## src/asr_pkg.sv

```systemverilog
// package: register map, field layout, word lengths and state carrier of the receive section
package asr_pkg;

    //////////////////////////////////////////////////////////////////////////
    // register byte addresses
    localparam logic [7:0] ADDR_CTRL_STATUS = 8'h00; // control and status word
    localparam logic [7:0] ADDR_DATA_ZERO = 8'h04; // receiver zero data
    localparam logic [7:0] ADDR_DATA_ONE = 8'h08; // receiver one data

    //////////////////////////////////////////////////////////////////////////
    // control/status bit positions
    localparam int BIT_EN0 = 0;
    localparam int BIT_EN1 = 1;
    localparam int BIT_MASTER = 3;
    localparam int BIT_WL_LO = 4;
    localparam int BIT_WL_HI = 5;
    localparam int BIT_ORDER = 6;
    localparam int BIT_LR_POL = 7;
    localparam int BIT_CLK_POL = 8;
    localparam int BIT_REL = 9;
    localparam int BIT_TRUNC = 10;
    localparam int BIT_INT_EN = 11;
    localparam int BIT_VEC_LOC = 12;
    localparam int BIT_LEFT_FULL = 14;
    localparam int BIT_RIGHT_FULL = 15;

    //////////////////////////////////////////////////////////////////////////
    // word length codes and bit counts
    localparam logic [1:0] WL_16 = 2'h0;
    localparam logic [1:0] WL_24 = 2'h1;
    localparam logic [1:0] WL_32 = 2'h2;
    localparam logic [5:0] BITS_16 = 6'h10;
    localparam logic [5:0] BITS_24 = 6'h18;
    localparam logic [5:0] BITS_32 = 6'h20;
    localparam logic [5:0] BITS_NONE = 6'h00; // reserved code never completes
    localparam logic [5:0] BITS_MAX = 6'h3f;
    localparam logic [5:0] BIT_ONE = 6'h01;
    localparam logic [7:0] LOW_PAD = 8'h00; // cleared low byte in 16-bit mode

    //////////////////////////////////////////////////////////////////////////
    // interrupt vector addresses
    localparam logic [7:0] VEC_LEFT_LO = 8'h16;
    localparam logic [7:0] VEC_RIGHT_LO = 8'h18;
    localparam logic [7:0] VEC_EXC_LO = 8'h1a;
    localparam logic [7:0] VEC_LEFT_HI = 8'h46;
    localparam logic [7:0] VEC_RIGHT_HI = 8'h48;
    localparam logic [7:0] VEC_EXC_HI = 8'h4a;
    localparam logic [7:0] VEC_NONE = 8'h00;

    //////////////////////////////////////////////////////////////////////////
    // control fields, msb first as they sit in the word
    typedef struct packed {
        logic vector_location;
        logic interrupt_enable;
        logic truncation_select;
        logic relative_timing;
        logic clock_polarity;
        logic left_right_polarity;
        logic bit_order;
        logic [1:0] word_length;
        logic master_select;
        logic enable_one;
        logic enable_zero;
    } asr_ctrl_t;

    // whole state of the receive section
    typedef struct packed {
        asr_ctrl_t ctrl;
        logic left_full;
        logic right_full;
        logic overrun_armed;
        logic [1:0] read_seen;
        logic enable_dly;
        logic int_en_dly;
        logic [1:0] sck_sync;
        logic [1:0] ws_sync;
        logic [1:0] sdi0_sync;
        logic [1:0] sdi1_sync;
        logic sck_prev;
        logic [7:0] div_cnt;
        logic gen_sck;
        logic gen_ws;
        logic [5:0] gen_bits;
        logic [5:0] bit_cnt;
        logic word_ws;
        logic prev_ws;
        logic pending_start;
        logic framed;
        logic [31:0] shift0;
        logic [31:0] shift1;
        logic [23:0] data0;
        logic [23:0] data1;
        logic [31:0] rdata;
        logic ack;
        logic slverr;
    } asr_state_t;

endpackage : asr_pkg

```

## src/asr_receiver.sv

```systemverilog
// receive section of the serial audio port: apb registers, serial capture, vectored requests
//
// Design decisions made here: register access over APB and the register offsets.
`timescale 1ns/1ps

module asr_receiver #(
    parameter int CLK_HALF = 8 // pclk cycles per half serial clock in master mode
) (
    // clock and reset
    input wire logic pclk,
    input wire logic presetn,
    // apb slave
    input wire logic psel,
    input wire logic penable,
    input wire logic pwrite,
    input wire logic [7:0] paddr,
    input wire logic [31:0] pwdata,
    output logic [31:0] prdata,
    output logic pready,
    output logic pslverr,
    // core state
    input wire logic soft_reset,
    input wire logic core_stop,
    // serial clock pin
    input wire logic receive_serial_clock_in,
    output logic receive_serial_clock_out,
    output logic receive_serial_clock_oe,
    // word select pin
    input wire logic receive_word_select_in,
    output logic receive_word_select_out,
    output logic receive_word_select_oe,
    // serial data pins, one per receiver
    input wire logic [1:0] serial_data_inputs,
    // vectored interrupt requests
    output logic irq_left,
    output logic irq_right,
    output logic irq_overrun,
    output logic [7:0] irq_vector
);

    //////////////////////////////////////////////////////////////////////////
    // elaboration check: synchronised data needs a few cycles of margin
    if (CLK_HALF < 4 || CLK_HALF > 255) begin : g_bad_half
        $error("CLK_HALF must lie between 4 and 255");
    end

    localparam logic [7:0] HALF_LAST = 8'(CLK_HALF - 1);

    //////////////////////////////////////////////////////////////////////////
    // word length code to bit count
    function automatic logic [5:0] word_bits(input logic [1:0] wl);
        case (wl)
            asr_pkg::WL_16: word_bits = asr_pkg::BITS_16;
            asr_pkg::WL_24: word_bits = asr_pkg::BITS_24;
            asr_pkg::WL_32: word_bits = asr_pkg::BITS_32;
            default: word_bits = asr_pkg::BITS_NONE;
        endcase
    endfunction : word_bits

    // pick the 24 data bits out of a finished shift register
    function automatic logic [23:0] extract(input logic [31:0] s, input asr_pkg::asr_ctrl_t c);
        logic take_high;
        take_high = ~(c.bit_order ^ c.truncation_select);
        case (c.word_length)
            // the 16 received bits, placed in the upper 16 whatever the order, low byte cleared
            asr_pkg::WL_16: extract = c.bit_order ? {s[31:16], asr_pkg::LOW_PAD}
                                                  : {s[15:0], asr_pkg::LOW_PAD};
            asr_pkg::WL_24: extract = c.bit_order ? s[31:8] : s[23:0];
            // first or last 24 of the 32 received bits
            asr_pkg::WL_32: extract = take_high ? s[31:8] : s[23:0];
            default: extract = '0;
        endcase
    endfunction : extract

    //////////////////////////////////////////////////////////////////////////
    // state and helpers
    asr_pkg::asr_state_t s; // registered state
    asr_pkg::asr_state_t next_s; // next state
    logic done; // apb access completes this edge
    logic irq_en; // interrupt enable with delayed fall
    logic left_level; // word-select level marking a left word

    assign done = psel & penable & s.ack;
    // falling enable still counts for one more cycle
    assign irq_en = s.ctrl.interrupt_enable | s.int_en_dly;
    // polarity bit swaps the left level
    assign left_level = s.ctrl.left_right_polarity;

    //////////////////////////////////////////////////////////////////////////
    // next state
    always_comb begin
        logic active; // section out of individual reset
        logic sample; // sampling edge of the serial clock
        logic ws_now; // sampled word-select
        logic ws_chg; // word-select changed since last sample
        logic start; // this bit opens a word
        logic left_word; // current word is left
        logic [5:0] cnt_after; // bits in word including this one
        logic [5:0] nbits; // selected word length
        logic [31:0] sh0; // shifted receiver zero
        logic [31:0] sh1; // shifted receiver one
        logic xfer; // whole word assembled
        logic set_left; // left word transferred
        logic set_right; // right word transferred
        logic [1:0] en; // receiver enables
        logic [1:0] seen; // enabled receivers read so far
        logic gen_change; // generator reaches its change edge
        logic gen_sample; // generator reaches its sampling edge
        active = 1'b0;
        sample = 1'b0;
        ws_now = 1'b0;
        ws_chg = 1'b0;
        start = 1'b0;
        left_word = 1'b0;
        cnt_after = '0;
        xfer = 1'b0;
        set_left = 1'b0;
        set_right = 1'b0;
        gen_change = 1'b0;
        gen_sample = 1'b0;
        next_s = s;
        en = {s.ctrl.enable_one, s.ctrl.enable_zero};
        seen = s.read_seen;
        nbits = word_bits(s.ctrl.word_length);
        sh0 = s.shift0;
        sh1 = s.shift1;

        // pin synchronisers, the first stage feeds only the second
        next_s.sck_sync = {s.sck_sync[0], receive_serial_clock_in};
        next_s.ws_sync = {s.ws_sync[0], receive_word_select_in};
        next_s.sdi0_sync = {s.sdi0_sync[0], serial_data_inputs[0]};
        next_s.sdi1_sync = {s.sdi1_sync[0], serial_data_inputs[1]};
        next_s.sck_prev = s.sck_sync[1];

        // individual reset follows the enables one cycle late
        next_s.enable_dly = s.ctrl.enable_zero | s.ctrl.enable_one;
        active = s.enable_dly;
        next_s.int_en_dly = s.ctrl.interrupt_enable;

        ////////////////////////////////////////////////////////////////////
        // master clock and word-select generator
        if (s.ctrl.master_select && active) begin
            if (s.div_cnt == HALF_LAST) begin
                next_s.div_cnt = '0;
                next_s.gen_sck = ~s.gen_sck;
                // change edge when clock moves to its polarity level
                gen_change = (~s.gen_sck == s.ctrl.clock_polarity);
                gen_sample = ~gen_change;
            end else begin
                next_s.div_cnt = s.div_cnt + 8'h01;
            end
            if (gen_change) begin
                // bit index wraps at the word length
                next_s.gen_bits = s.gen_bits + asr_pkg::BIT_ONE;
                if (s.gen_bits + asr_pkg::BIT_ONE >= nbits) begin
                    next_s.gen_bits = '0;
                end
                // toggle at first bit, or one bit earlier
                if (s.ctrl.relative_timing
                        ? (s.gen_bits + asr_pkg::BIT_ONE == nbits - asr_pkg::BIT_ONE)
                        : (next_s.gen_bits == '0)) begin
                    next_s.gen_ws = ~s.gen_ws;
                end
            end
        end else begin
            // idle: clock parked, first word announced as left
            next_s.div_cnt = '0;
            next_s.gen_sck = s.ctrl.clock_polarity;
            next_s.gen_ws = left_level;
            next_s.gen_bits = '0;
        end

        ////////////////////////////////////////////////////////////////////
        // sampling edge from generator or from the pin
        if (s.ctrl.master_select) begin
            sample = gen_sample;
            ws_now = s.gen_ws;
        end else begin
            sample = s.ctrl.clock_polarity ? (~s.sck_sync[1] & s.sck_prev)
                                           : (s.sck_sync[1] & ~s.sck_prev);
            ws_now = s.ws_sync[1];
        end

        ////////////////////////////////////////////////////////////////////
        // shared word controller for both receivers
        if (!active) begin
            // no framing until a left word opens after enabling
            next_s.framed = 1'b0;
            next_s.bit_cnt = '0;
            next_s.pending_start = 1'b0;
            next_s.prev_ws = s.ctrl.master_select ? ~left_level : s.ws_sync[1];
        end else if (sample) begin
            ws_chg = ws_now ^ s.prev_ws;
            next_s.prev_ws = ws_now;
            next_s.pending_start = ws_chg;
            // select edge marks this bit or the next as first
            start = s.ctrl.relative_timing ? s.pending_start : ws_chg;
            // shift direction
            sh0 = s.ctrl.bit_order ? {s.sdi0_sync[1], s.shift0[31:1]}
                                   : {s.shift0[30:0], s.sdi0_sync[1]};
            sh1 = s.ctrl.bit_order ? {s.sdi1_sync[1], s.shift1[31:1]}
                                   : {s.shift1[30:0], s.sdi1_sync[1]};
            next_s.shift0 = sh0;
            next_s.shift1 = sh1;
            if (start) begin
                cnt_after = asr_pkg::BIT_ONE;
                next_s.word_ws = ws_now;
                left_word = (ws_now == left_level);
                next_s.framed = s.framed | left_word;
            end else begin
                cnt_after = (s.bit_cnt == asr_pkg::BITS_MAX) ? s.bit_cnt
                                                              : s.bit_cnt + asr_pkg::BIT_ONE;
                left_word = (s.word_ws == left_level);
            end
            next_s.bit_cnt = cnt_after;
            xfer = next_s.framed && (cnt_after == nbits);
        end

        ////////////////////////////////////////////////////////////////////
        // word transfer into the data registers
        if (xfer) begin
            if (s.ctrl.enable_zero) begin
                next_s.data0 = extract(sh0, s.ctrl);
            end
            if (s.ctrl.enable_one) begin
                next_s.data1 = extract(sh1, s.ctrl);
            end
            set_left = left_word;
            set_right = ~left_word;
        end

        ////////////////////////////////////////////////////////////////////
        // apb: one wait state, then the access completes
        next_s.ack = psel & penable & ~s.ack;
        if (psel && penable && !s.ack) begin
            next_s.slverr = 1'b0;
            case (paddr)
                asr_pkg::ADDR_CTRL_STATUS: begin
                    next_s.rdata = '0;
                    next_s.rdata[asr_pkg::BIT_RIGHT_FULL:0] =
                        {s.right_full, s.left_full, 1'b0, s.ctrl[11:2], 1'b0, s.ctrl[1:0]};
                end
                asr_pkg::ADDR_DATA_ZERO: next_s.rdata = {8'h00, s.data0};
                asr_pkg::ADDR_DATA_ONE: next_s.rdata = {8'h00, s.data1};
                default: begin
                    // unmapped: zero data and an error answer
                    next_s.rdata = '0;
                    next_s.slverr = 1'b1;
                end
            endcase
        end

        // register effects at completion
        if (done) begin
            if (pwrite) begin
                if (paddr == asr_pkg::ADDR_CTRL_STATUS) begin
                    // status bits and reserved bits ignore writes
                    next_s.ctrl = {pwdata[asr_pkg::BIT_VEC_LOC:asr_pkg::BIT_MASTER],
                                   pwdata[asr_pkg::BIT_EN1:asr_pkg::BIT_EN0]};
                end
            end else begin
                case (paddr)
                    asr_pkg::ADDR_CTRL_STATUS: begin
                        // status read during overrun arms the clear
                        if (s.left_full && s.right_full) begin
                            next_s.overrun_armed = 1'b1;
                        end
                    end
                    asr_pkg::ADDR_DATA_ZERO: seen[0] = seen[0] | en[0];
                    asr_pkg::ADDR_DATA_ONE: seen[1] = seen[1] | en[1];
                    default: seen = s.read_seen;
                endcase
                if (paddr == asr_pkg::ADDR_DATA_ZERO || paddr == asr_pkg::ADDR_DATA_ONE) begin
                    if (s.left_full ^ s.right_full) begin
                        // single flag goes on the data read
                        next_s.left_full = 1'b0;
                        next_s.right_full = 1'b0;
                        seen = '0;
                    end else if (s.overrun_armed && ((seen & en) == en)) begin
                        // status read has armed the clear and all enabled data registers are read since the last word
                        next_s.left_full = 1'b0;
                        next_s.right_full = 1'b0;
                        next_s.overrun_armed = 1'b0;
                        seen = '0;
                    end
                end
            end
        end
        next_s.read_seen = seen;

        // a new word restarts the read tracking
        if (xfer) begin
            next_s.read_seen = '0;
        end
        // hardware sets win over software clears
        if (set_left) begin
            next_s.left_full = 1'b1;
        end
        if (set_right) begin
            next_s.right_full = 1'b1;
        end

        // stop and individual reset clear status only
        if (core_stop || !active) begin
            next_s.left_full = 1'b0;
            next_s.right_full = 1'b0;
            next_s.overrun_armed = 1'b0;
            next_s.read_seen = '0;
        end

        // software reset clears every field
        if (soft_reset) begin
            next_s = '0;
        end
    end

    //////////////////////////////////////////////////////////////////////////
    // state register, hardware reset clears all
    always_ff @(posedge pclk or negedge presetn) begin
        if (!presetn) begin
            s <= '0;
        end else begin
            s <= next_s;
        end
    end

    //////////////////////////////////////////////////////////////////////////
    // outputs
    assign prdata = s.rdata;
    assign pready = s.ack;
    assign pslverr = s.ack & s.slverr;
    // pins driven only as master
    assign receive_serial_clock_out = s.gen_sck;
    assign receive_serial_clock_oe = s.ctrl.master_select;
    assign receive_word_select_out = s.gen_ws;
    assign receive_word_select_oe = s.ctrl.master_select;

    // vectored requests from the two flags
    assign irq_left = irq_en & s.left_full & ~s.right_full;
    assign irq_right = irq_en & ~s.left_full & s.right_full;
    assign irq_overrun = irq_en & s.left_full & s.right_full;

    // vector address by location bit
    always_comb begin
        if (irq_overrun) begin
            irq_vector = s.ctrl.vector_location ? asr_pkg::VEC_EXC_HI : asr_pkg::VEC_EXC_LO;
        end else if (irq_left) begin
            irq_vector = s.ctrl.vector_location ? asr_pkg::VEC_LEFT_HI : asr_pkg::VEC_LEFT_LO;
        end else if (irq_right) begin
            irq_vector = s.ctrl.vector_location ? asr_pkg::VEC_RIGHT_HI : asr_pkg::VEC_RIGHT_LO;
        end else begin
            irq_vector = asr_pkg::VEC_NONE;
        end
    end

endmodule : asr_receiver

```

## config.mk

```make
export PLATFORM = sky130hd
export DESIGN_NAME = asr_receiver
export DESIGN_NICKNAME = d
export VERILOG_FILES = /design/src/asr_pkg.sv /design/src/asr_receiver.sv
export SDC_FILE = /design/constraint.sdc
export NUM_CORES = 1
export LEC_CHECK = 0
export ABC_CLOCK_PERIOD_IN_PS = 3050
export BUFFER_PORTS_ARGS = -buffer_cell sky130_fd_sc_hd__buf_2
export CAP_MARGIN = 20
export CELL_PAD_IN_SITES_DETAIL_PLACEMENT = 0
export CELL_PAD_IN_SITES_GLOBAL_PLACEMENT = 2
export CORE_ASPECT_RATIO = 1.1
export CORE_MARGIN = 1
export CORE_UTILIZATION = 34
export CTS_CLUSTER_DIAMETER = 80
export CTS_CLUSTER_SIZE = 20
export DETAILED_ROUTE_END_ITERATION = 8
export PLACE_DENSITY = 0.78
export SETUP_SLACK_MARGIN = 0.15
export SLEW_MARGIN = 0
export SYNTH_ARGS = -nofsm -noshare
export SYNTH_HDL_FRONTEND = slang
export SYNTH_SLANG_ARGS = --single-unit
```

## constraint.sdc

```tcl
create_clock -name pclk -period 3.05 [get_ports pclk]
set_input_delay 0.1525 -clock pclk [delete_from_list [all_inputs] [get_ports pclk]]
set_output_delay 0.1525 -clock pclk [all_outputs]
set_load 0.01 [all_outputs]
```

==> results.toml, run 1 <==
[critical_path]
critPathRequiredTime_ns = 3.43
slowest_delay_ns = 0.55
crit_family = "simple AND/OR/NAND/NOR gates"
crit_buf_inv = 4
path_class = "flop to flop"
crit_chain = "or4_4, or4b_4, buf_6, a2111oi_4, and4b_1, a221o_2, buf_12, buf_6, nand2_8, clkbuf_16, o21ai_2"
arrival_ns = 3.48
cp_common_cell = "buf_6"
end_kind = "flop"
crit_fanout = 8
reg2reg_slack_ns = -0.06
startpoint_type = "flop"
slowest_stage = "or4b_4"

[timing]
drv_slew = 0
max-slew-margin-rel_pct = 37.8
tightest_slew_ns = 0.933
clock.fmax_ghz = 0.322
fin_skew_ns = 0.0115
timing.final.crit_period_ns = 3.11
hold_viol = 0
setup_viol = 29
setup_slack_ns = -0.0568
setup_tns_ns = -0.586
fin_crit_sh_pct = 102
rsz0062_at_grt = "true"

[synthesis]
ys_top_cells_by_count = "dfrtp_1 (192), a21oi_1 (145), nor2_1 (124), mux2i_1 (113), nand2_1 (84)"
synth.distinct_cells = 61
ys_warn_count = 0
synth_most_common_cell = "dfrtp_1"
avgSynthCellArea_um2 = 9.05
yosysSeqAreaShare_pct = 42.0
synth-edff-count = 0
synth_top_cell_area_share_pct = 42.0
synth_area_leaders = "dfrtp_1 (42%), mux2i_1 (9.9%), a21oi_1 (6.3%)"
ys.flop_type = "dfrtp_1"
yosys.area.top_type = "dfrtp_1"
netlist_instances = 1265
ys_seq_elements = 192
syn_area_um2 = 11400
async_flop_share_pct = 100

[placement]
io_buffers = 68
placedCellCount = 1784
dpl.hpwl_um = 24500
placed_cell_area_um2 = 13000
gp_congestion = 0.846

[grt]
grt_pass1_wl_um = 56500
grt-ovfl-total = 0
grt_util_all_layers_pct = 21.0
first_global_vias = 9628
grt_max_degree = 87
antenna_found_initial = 0

[drt]
routed_via_density = 5.46
firstDrtPassIters = 5
vias = 10100
drc_errors = 0
ant_nets = 0
routed_wl_um = 35900
wire_per_inst_um = 19.4
drt_iter0_markers = 919

[outcome]
failed_checks = "setup timing"
status = "complete, but fails checks"

[cts]
clk_latency_ns = 0.45
clockRootBuffer = "clkbuf_16"
cts_htree_levels = 4
clkSinkCount = 192
cts_buffers = 17
path_clk_slew_ns = 0.07
cts_tree = "built"
clockBufferDepth = 2

[power]
peakVddDrop_mv = 0.399
clkPwrFrac_pct = 45.7
internal-power_uw = 3810
sw_frac_of_total_pct = 24.8
p_comb_share_pct = 3.9
total_power_uw = 5070
power_leakage_uw = 0.00638
switching_power_uw = 1260
powerDensity_nw_per_um2 = 355
power_frac_seq_pct = 50.4

[floorplanning]
pin_count = 100
core-area_um2 = 33200
die_h_um = 194
dieArea_um2 = 34400
initial_core_util_pct = 34.5
dieWidth_um = 177
fp-row-count = 70

[finish]
layout-drive-gt1-share_pct = 24.9
fin_util_pct = 43.0
regArea_um2 = 4810
synthToLayoutAreaGrowth_pct = 24.8
layout.nets = 1463
design_area_um2 = 14300
nFillCells = 3276
multiInputGateArea_um2 = 6220
diodes = 0
final_cells = 1849

[run]
maxCapViolations = 0

[worst_hold_path]
min_path_type = "input pin to flop"
-- layout by cell type, fill, tap and decap left out, types with 14 or more instances in the layout --
master / synthesis / routed
inv_1: 28 / 28
mux2_2: 20 / 20
a21oi_2: 0 / 14
o21ai_2: 0 / 14
nor2_1: 124 / 123
buf_4: 40 / 141
dlygate4sd3_1: 0 / 20
o21ai_0: 68 / 64
a211o_1: 21 / 21
o22ai_1: 18 / 18
nand2_1: 84 / 81
a21oi_1: 145 / 125
dfrtp_1: 192 / 191
o21bai_1: 16 / 16
a21o_1: 23 / 23
clkbuf_16: 0 / 21
mux2i_1: 113 / 110
o221ai_1: 46 / 45
nor2b_1: 23 / 21
nand3_1: 19 / 19
buf_2: 7 / 66
-- through the flow --
stage          hold WS (ns)  setup slack (ns)
4_1_cts               0.123            0.0150
6_report              0.142           -0.0568
3_5_place_dp          0.269            0.0154
5_1_grt               0.153            -0.119
2_1_floorplan        -0.143             0.154
3_3_place_gp          0.269            0.0322
-- what timing repair did --
item                                    CTS  global route
hold buffers                             20             0
pin swaps                                 7            31
endpoints found under the hold margin   102             0
setup buffers                             5             3
endpoints found under the setup margin   50            53
gates resized for setup                  20            58
gates cloned                              1             4
-- final timing paths --
| kind | start | end | cells past startpoint |
|---|---|---|---|
| setup / recovery | s[168] | s[52] | 11 |
| hold / removal | pwrite | s[183] | 4 |
| setup reg to reg | s[168] | s[52] | 11 |
| hold reg to reg | s[179] | s[180] | 1 |
| max in group asynchronous | presetn | s[99] | 3 |
| min in group asynchronous | presetn | s[0] | 2 |
-- area by class of cell --
type                            count  area share, %
Clock buffer                       19           3.17
Sequential cell                   192           33.7
Clock inverter                     13           1.02
Tap cell                          432           3.78
Inverter                           29          0.762
Multi-Input combinational cell    914           43.5
Timing Repair Buffer              250           14.1
-- worst min-delay path, cell delays in order --
cell,delay [ns]
buf_2,0.10
nor2b_1,0.07
a31oi_1,0.16
nor2b_1,0.06
-- layer usage --
| layer | share of wire [%] | vias to the layer above | track usage, % |
|---|---|---|---|
| met2 | 46 | 269 | 32.7 |
| met3 | 4.0 | 34 | 2.29 |
| met1 | 48 | 4990 | 30.5 |
| met5 | 0 | - | 0 |
| li1 | - | 4802 | - |
| met4 | 1.8 | 0 | 6.19 |
-- flip-flops by register name, summed over array words and instances, names as in the netlist --
signal                    cells
s                           163
prdata                       24
left_level                    1
pready                        1
receive_serial_clock_oe       1
receive_serial_clock_out      1
receive_word_select_out       1
-- logic make-up after synthesis --
kind of cell,Yosys count,share of synthesized area [%]
and+or+nand+nor,313,12.7
other,1,0.0328
adders and majority gates,8,0.874
DFF,192,42.0
buffers and inverters,170,7.16
xor gates and xnor gates,17,1.30
AOI/OAI and AO/OA,431,24.2
muxes,133,11.8
-- power groups by stage --
stage,logic (uW),registers (uW),clock network [uW]
after detailed placement,184,2610,0
after global placement,183,2610,0
final,198,2550,2320
after global routing,222,2550,2480
after floorplan,84.5,2600,0
after CTS,204,2550,2390
No activity file was read; power rests on OpenSTA's default activity.
==> run 2: changes to the inputs <==
Settings changed: MAX_ROUTING_LAYER from default to met4.
==> run 2 against run 1 <==
  * The flow still finishes with violations (setup timing)
  * Critical path depth unchanged
  * Sequential power is essentially flat
  * Global-route usage up 0.65 points
  * Combinational power is essentially flat
  * Fmax about the same
  * Clock power about the same
  * Register-to-register slack hardly changed
  * Hold slack worse by 0.00072 ns
  * Sequential share of layout area barely moved
  * Wire length up 0.10%
  * Largest power group unchanged
==> results.toml, run 2 (synthesis gave the netlist of run 1 again) <==
[finish]
regMostFlops = "s"
fin_util_pct = 43.1
layout_commonest_cell = "dfrtp_1"
layout.nets = 1463
synthToLayoutAreaGrowth_pct = 24.9
mostFrequentLayoutCells = "dfrtp_1 (191), buf_4 (141), nor2_1 (123)"
largest_reg_flops = 163
nFillCells = 3274
diodes = 0
layout-drive-gt1-share_pct = 25.1

[floorplanning]
core-area_um2 = 33200
fp-row-count = 70
dieArea_um2 = 34400
dieWidth_um = 177
pin_count = 100
die_h_um = 194
initial_core_util_pct = 34.5

[timing]
hold_viol = 0
clock.fmax_ghz = 0.322
setup_slack_ns = -0.0584
timing.final.crit_period_ns = 3.11
setup_viol = 30
rsz0062_at_grt = "true"
whs_ns = 0.142
fin_crit_sh_pct = 102
fin_skew_ns = 0.0115
max-slew-margin-rel_pct = 37.1
drv_slew = 0
tightest_slew_ns = 0.943

[critical_path]
end_kind = "flop"
crit_path_start = "s[168]"
crit_chain = "or4_4, or4b_4, buf_6, a2111oi_4, and4b_1, a221o_2, buf_12, buf_6, nand2_8, clkbuf_16, o21ai_2"
crit_buf_inv = 4
path_class = "flop to flop"
cp_common_cell = "buf_6"
r2r_end = "s[52]"
reg2reg_slack_ns = -0.06
crit_fanout = 8
critPathRequiredTime_ns = 3.43
crit_family = "simple AND/OR/NAND/NOR gates"
ff2ff_path_depth = 11
arrival_ns = 3.49
startpoint_type = "flop"
slowest_delay_ns = 0.55
slowest_stage = "or4b_4"
r2r_start = "s[168]"

[power]
internal-power_uw = 3810
switching_power_uw = 1270
total_power_uw = 5080
power_leakage_uw = 0.00638
sw_frac_of_total_pct = 25.0
powerDensity_nw_per_um2 = 356
clkPwrFrac_pct = 45.9
peakVddDrop_mv = 0.403
power_frac_seq_pct = 50.2
p_comb_share_pct = 3.9

[cts]
clockBufferDepth = 2
cts_htree_levels = 4
clk_latency_ns = 0.45
path_clk_slew_ns = 0.08
clkSinkCount = 192
clockRootBuffer = "clkbuf_16"
cts_buffers = 17
cts_tree = "built"

[placement]
dpl.hpwl_um = 24500
io_buffers = 68
gp_congestion = 0.859

[outcome]
failed_checks = "setup timing"
status = "complete, but fails checks"

[run]
maxCapViolations = 0

[grt]
first_global_vias = 9617
grt_max_degree = 87
grt_pass1_wl_um = 56600
antenna_found_initial = 0
grt_util_all_layers_pct = 21.7
grt-ovfl-total = 0

[worst_hold_path]
min_path_type = "input pin to flop"
hold_end = "s[183]"
hold_path_startpoint = "pwrite"
whs_path_depth = 4

[drt]
routed_via_density = 5.46
wire_per_inst_um = 19.4
drc_errors = 0
drt_iter0_markers = 869
ant_nets = 0
routed_wl_um = 35900
firstDrtPassIters = 5
vias = 10100
## run 2: cell count changes in the layout (fill, tap and decap cells not counted)
cell and change:
a21oi_1 -3, a21oi_2 +3
## run 2: how the worst max path moves through the flow
| stage | endpoint | slack [ns] | cells past startpoint |
|---|---|---|---|
| floorplan | s[57] | 0.15 | 10 |
| global placement | s[60] | 0.03 | 9 |
| detailed placement | s[38] | 0.02 | 11 |
| CTS | s[51] | 0.02 | 9 |
| global route | s[52] | -0.12 | 11 |
| finish | s[52] | -0.06 | 11 |
## run 2: layout make-up
cell class	instances	area (um2)	area share (%)
clock buffers	19	453	3.17
clock inverters	13	146	1.02
inverters	29	109	0.761
multi-input cells	914	6230	43.6
flip-flops and latches	192	4810	33.6
well taps	432	541	3.78
repair buffers	250	2010	14.1
## run 2: layer usage
metal  GRT usage (%)  part of all wire, %  wire length [um]  vias up
met5               -                    0                 0        -
met4            6.03                  2.0               709        0
met3            2.46                  3.8              1350       43
met2            32.7                   46             16400      261
met1            30.5                   49             17400     4975
li1                -                    -                 -     4813
## run 2: stage by stage
step / TNS (ns) / cells / cell area, um2 / worst slack (ns)
floorplan: 0 / 1275 / 11500 / 0.154
global placement: 0 / 1784 / 13000 / 0.0322
detailed placement: 0 / 1784 / 13000 / 0.0154
CTS: 0 / 1842 / 13900 / 0.0150
global route: -4.02 / 1849 / 14300 / -0.125
finish: -0.641 / 1849 / 14300 / -0.0584
## run 2: repair_timing
action | CTS | global route
setup endpoints to repair | 50 | 53
resized for setup | 20 | 61
hold buffers | 20 | 0
cloned | 1 | 4
buffers inserted | 5 | 3
hold endpoints to repair | 102 | 0
pin swaps | 7 | 32
## run 2: power groups by stage
stage / registers [uW] / logic [uW] / clock network, uW
finish: 2550 / 198 / 2330
global route: 2550 / 222 / 2480
CTS: 2550 / 204 / 2390
detailed placement: 2610 / 184 / 0
global placement: 2610 / 183 / 0
floorplan: 2600 / 84.5 / 0
## run 2: worst reg2reg max path: stages (launching register included)
cell       delay, ns
dfrtp_1         0.39
or4_4           0.54
or4b_4          0.55
buf_6           0.15
a2111oi_4       0.34
and4b_1         0.26
a221o_2         0.18
buf_12          0.15
buf_6           0.13
nand2_8         0.06
clkbuf_16       0.17
o21ai_2         0.12
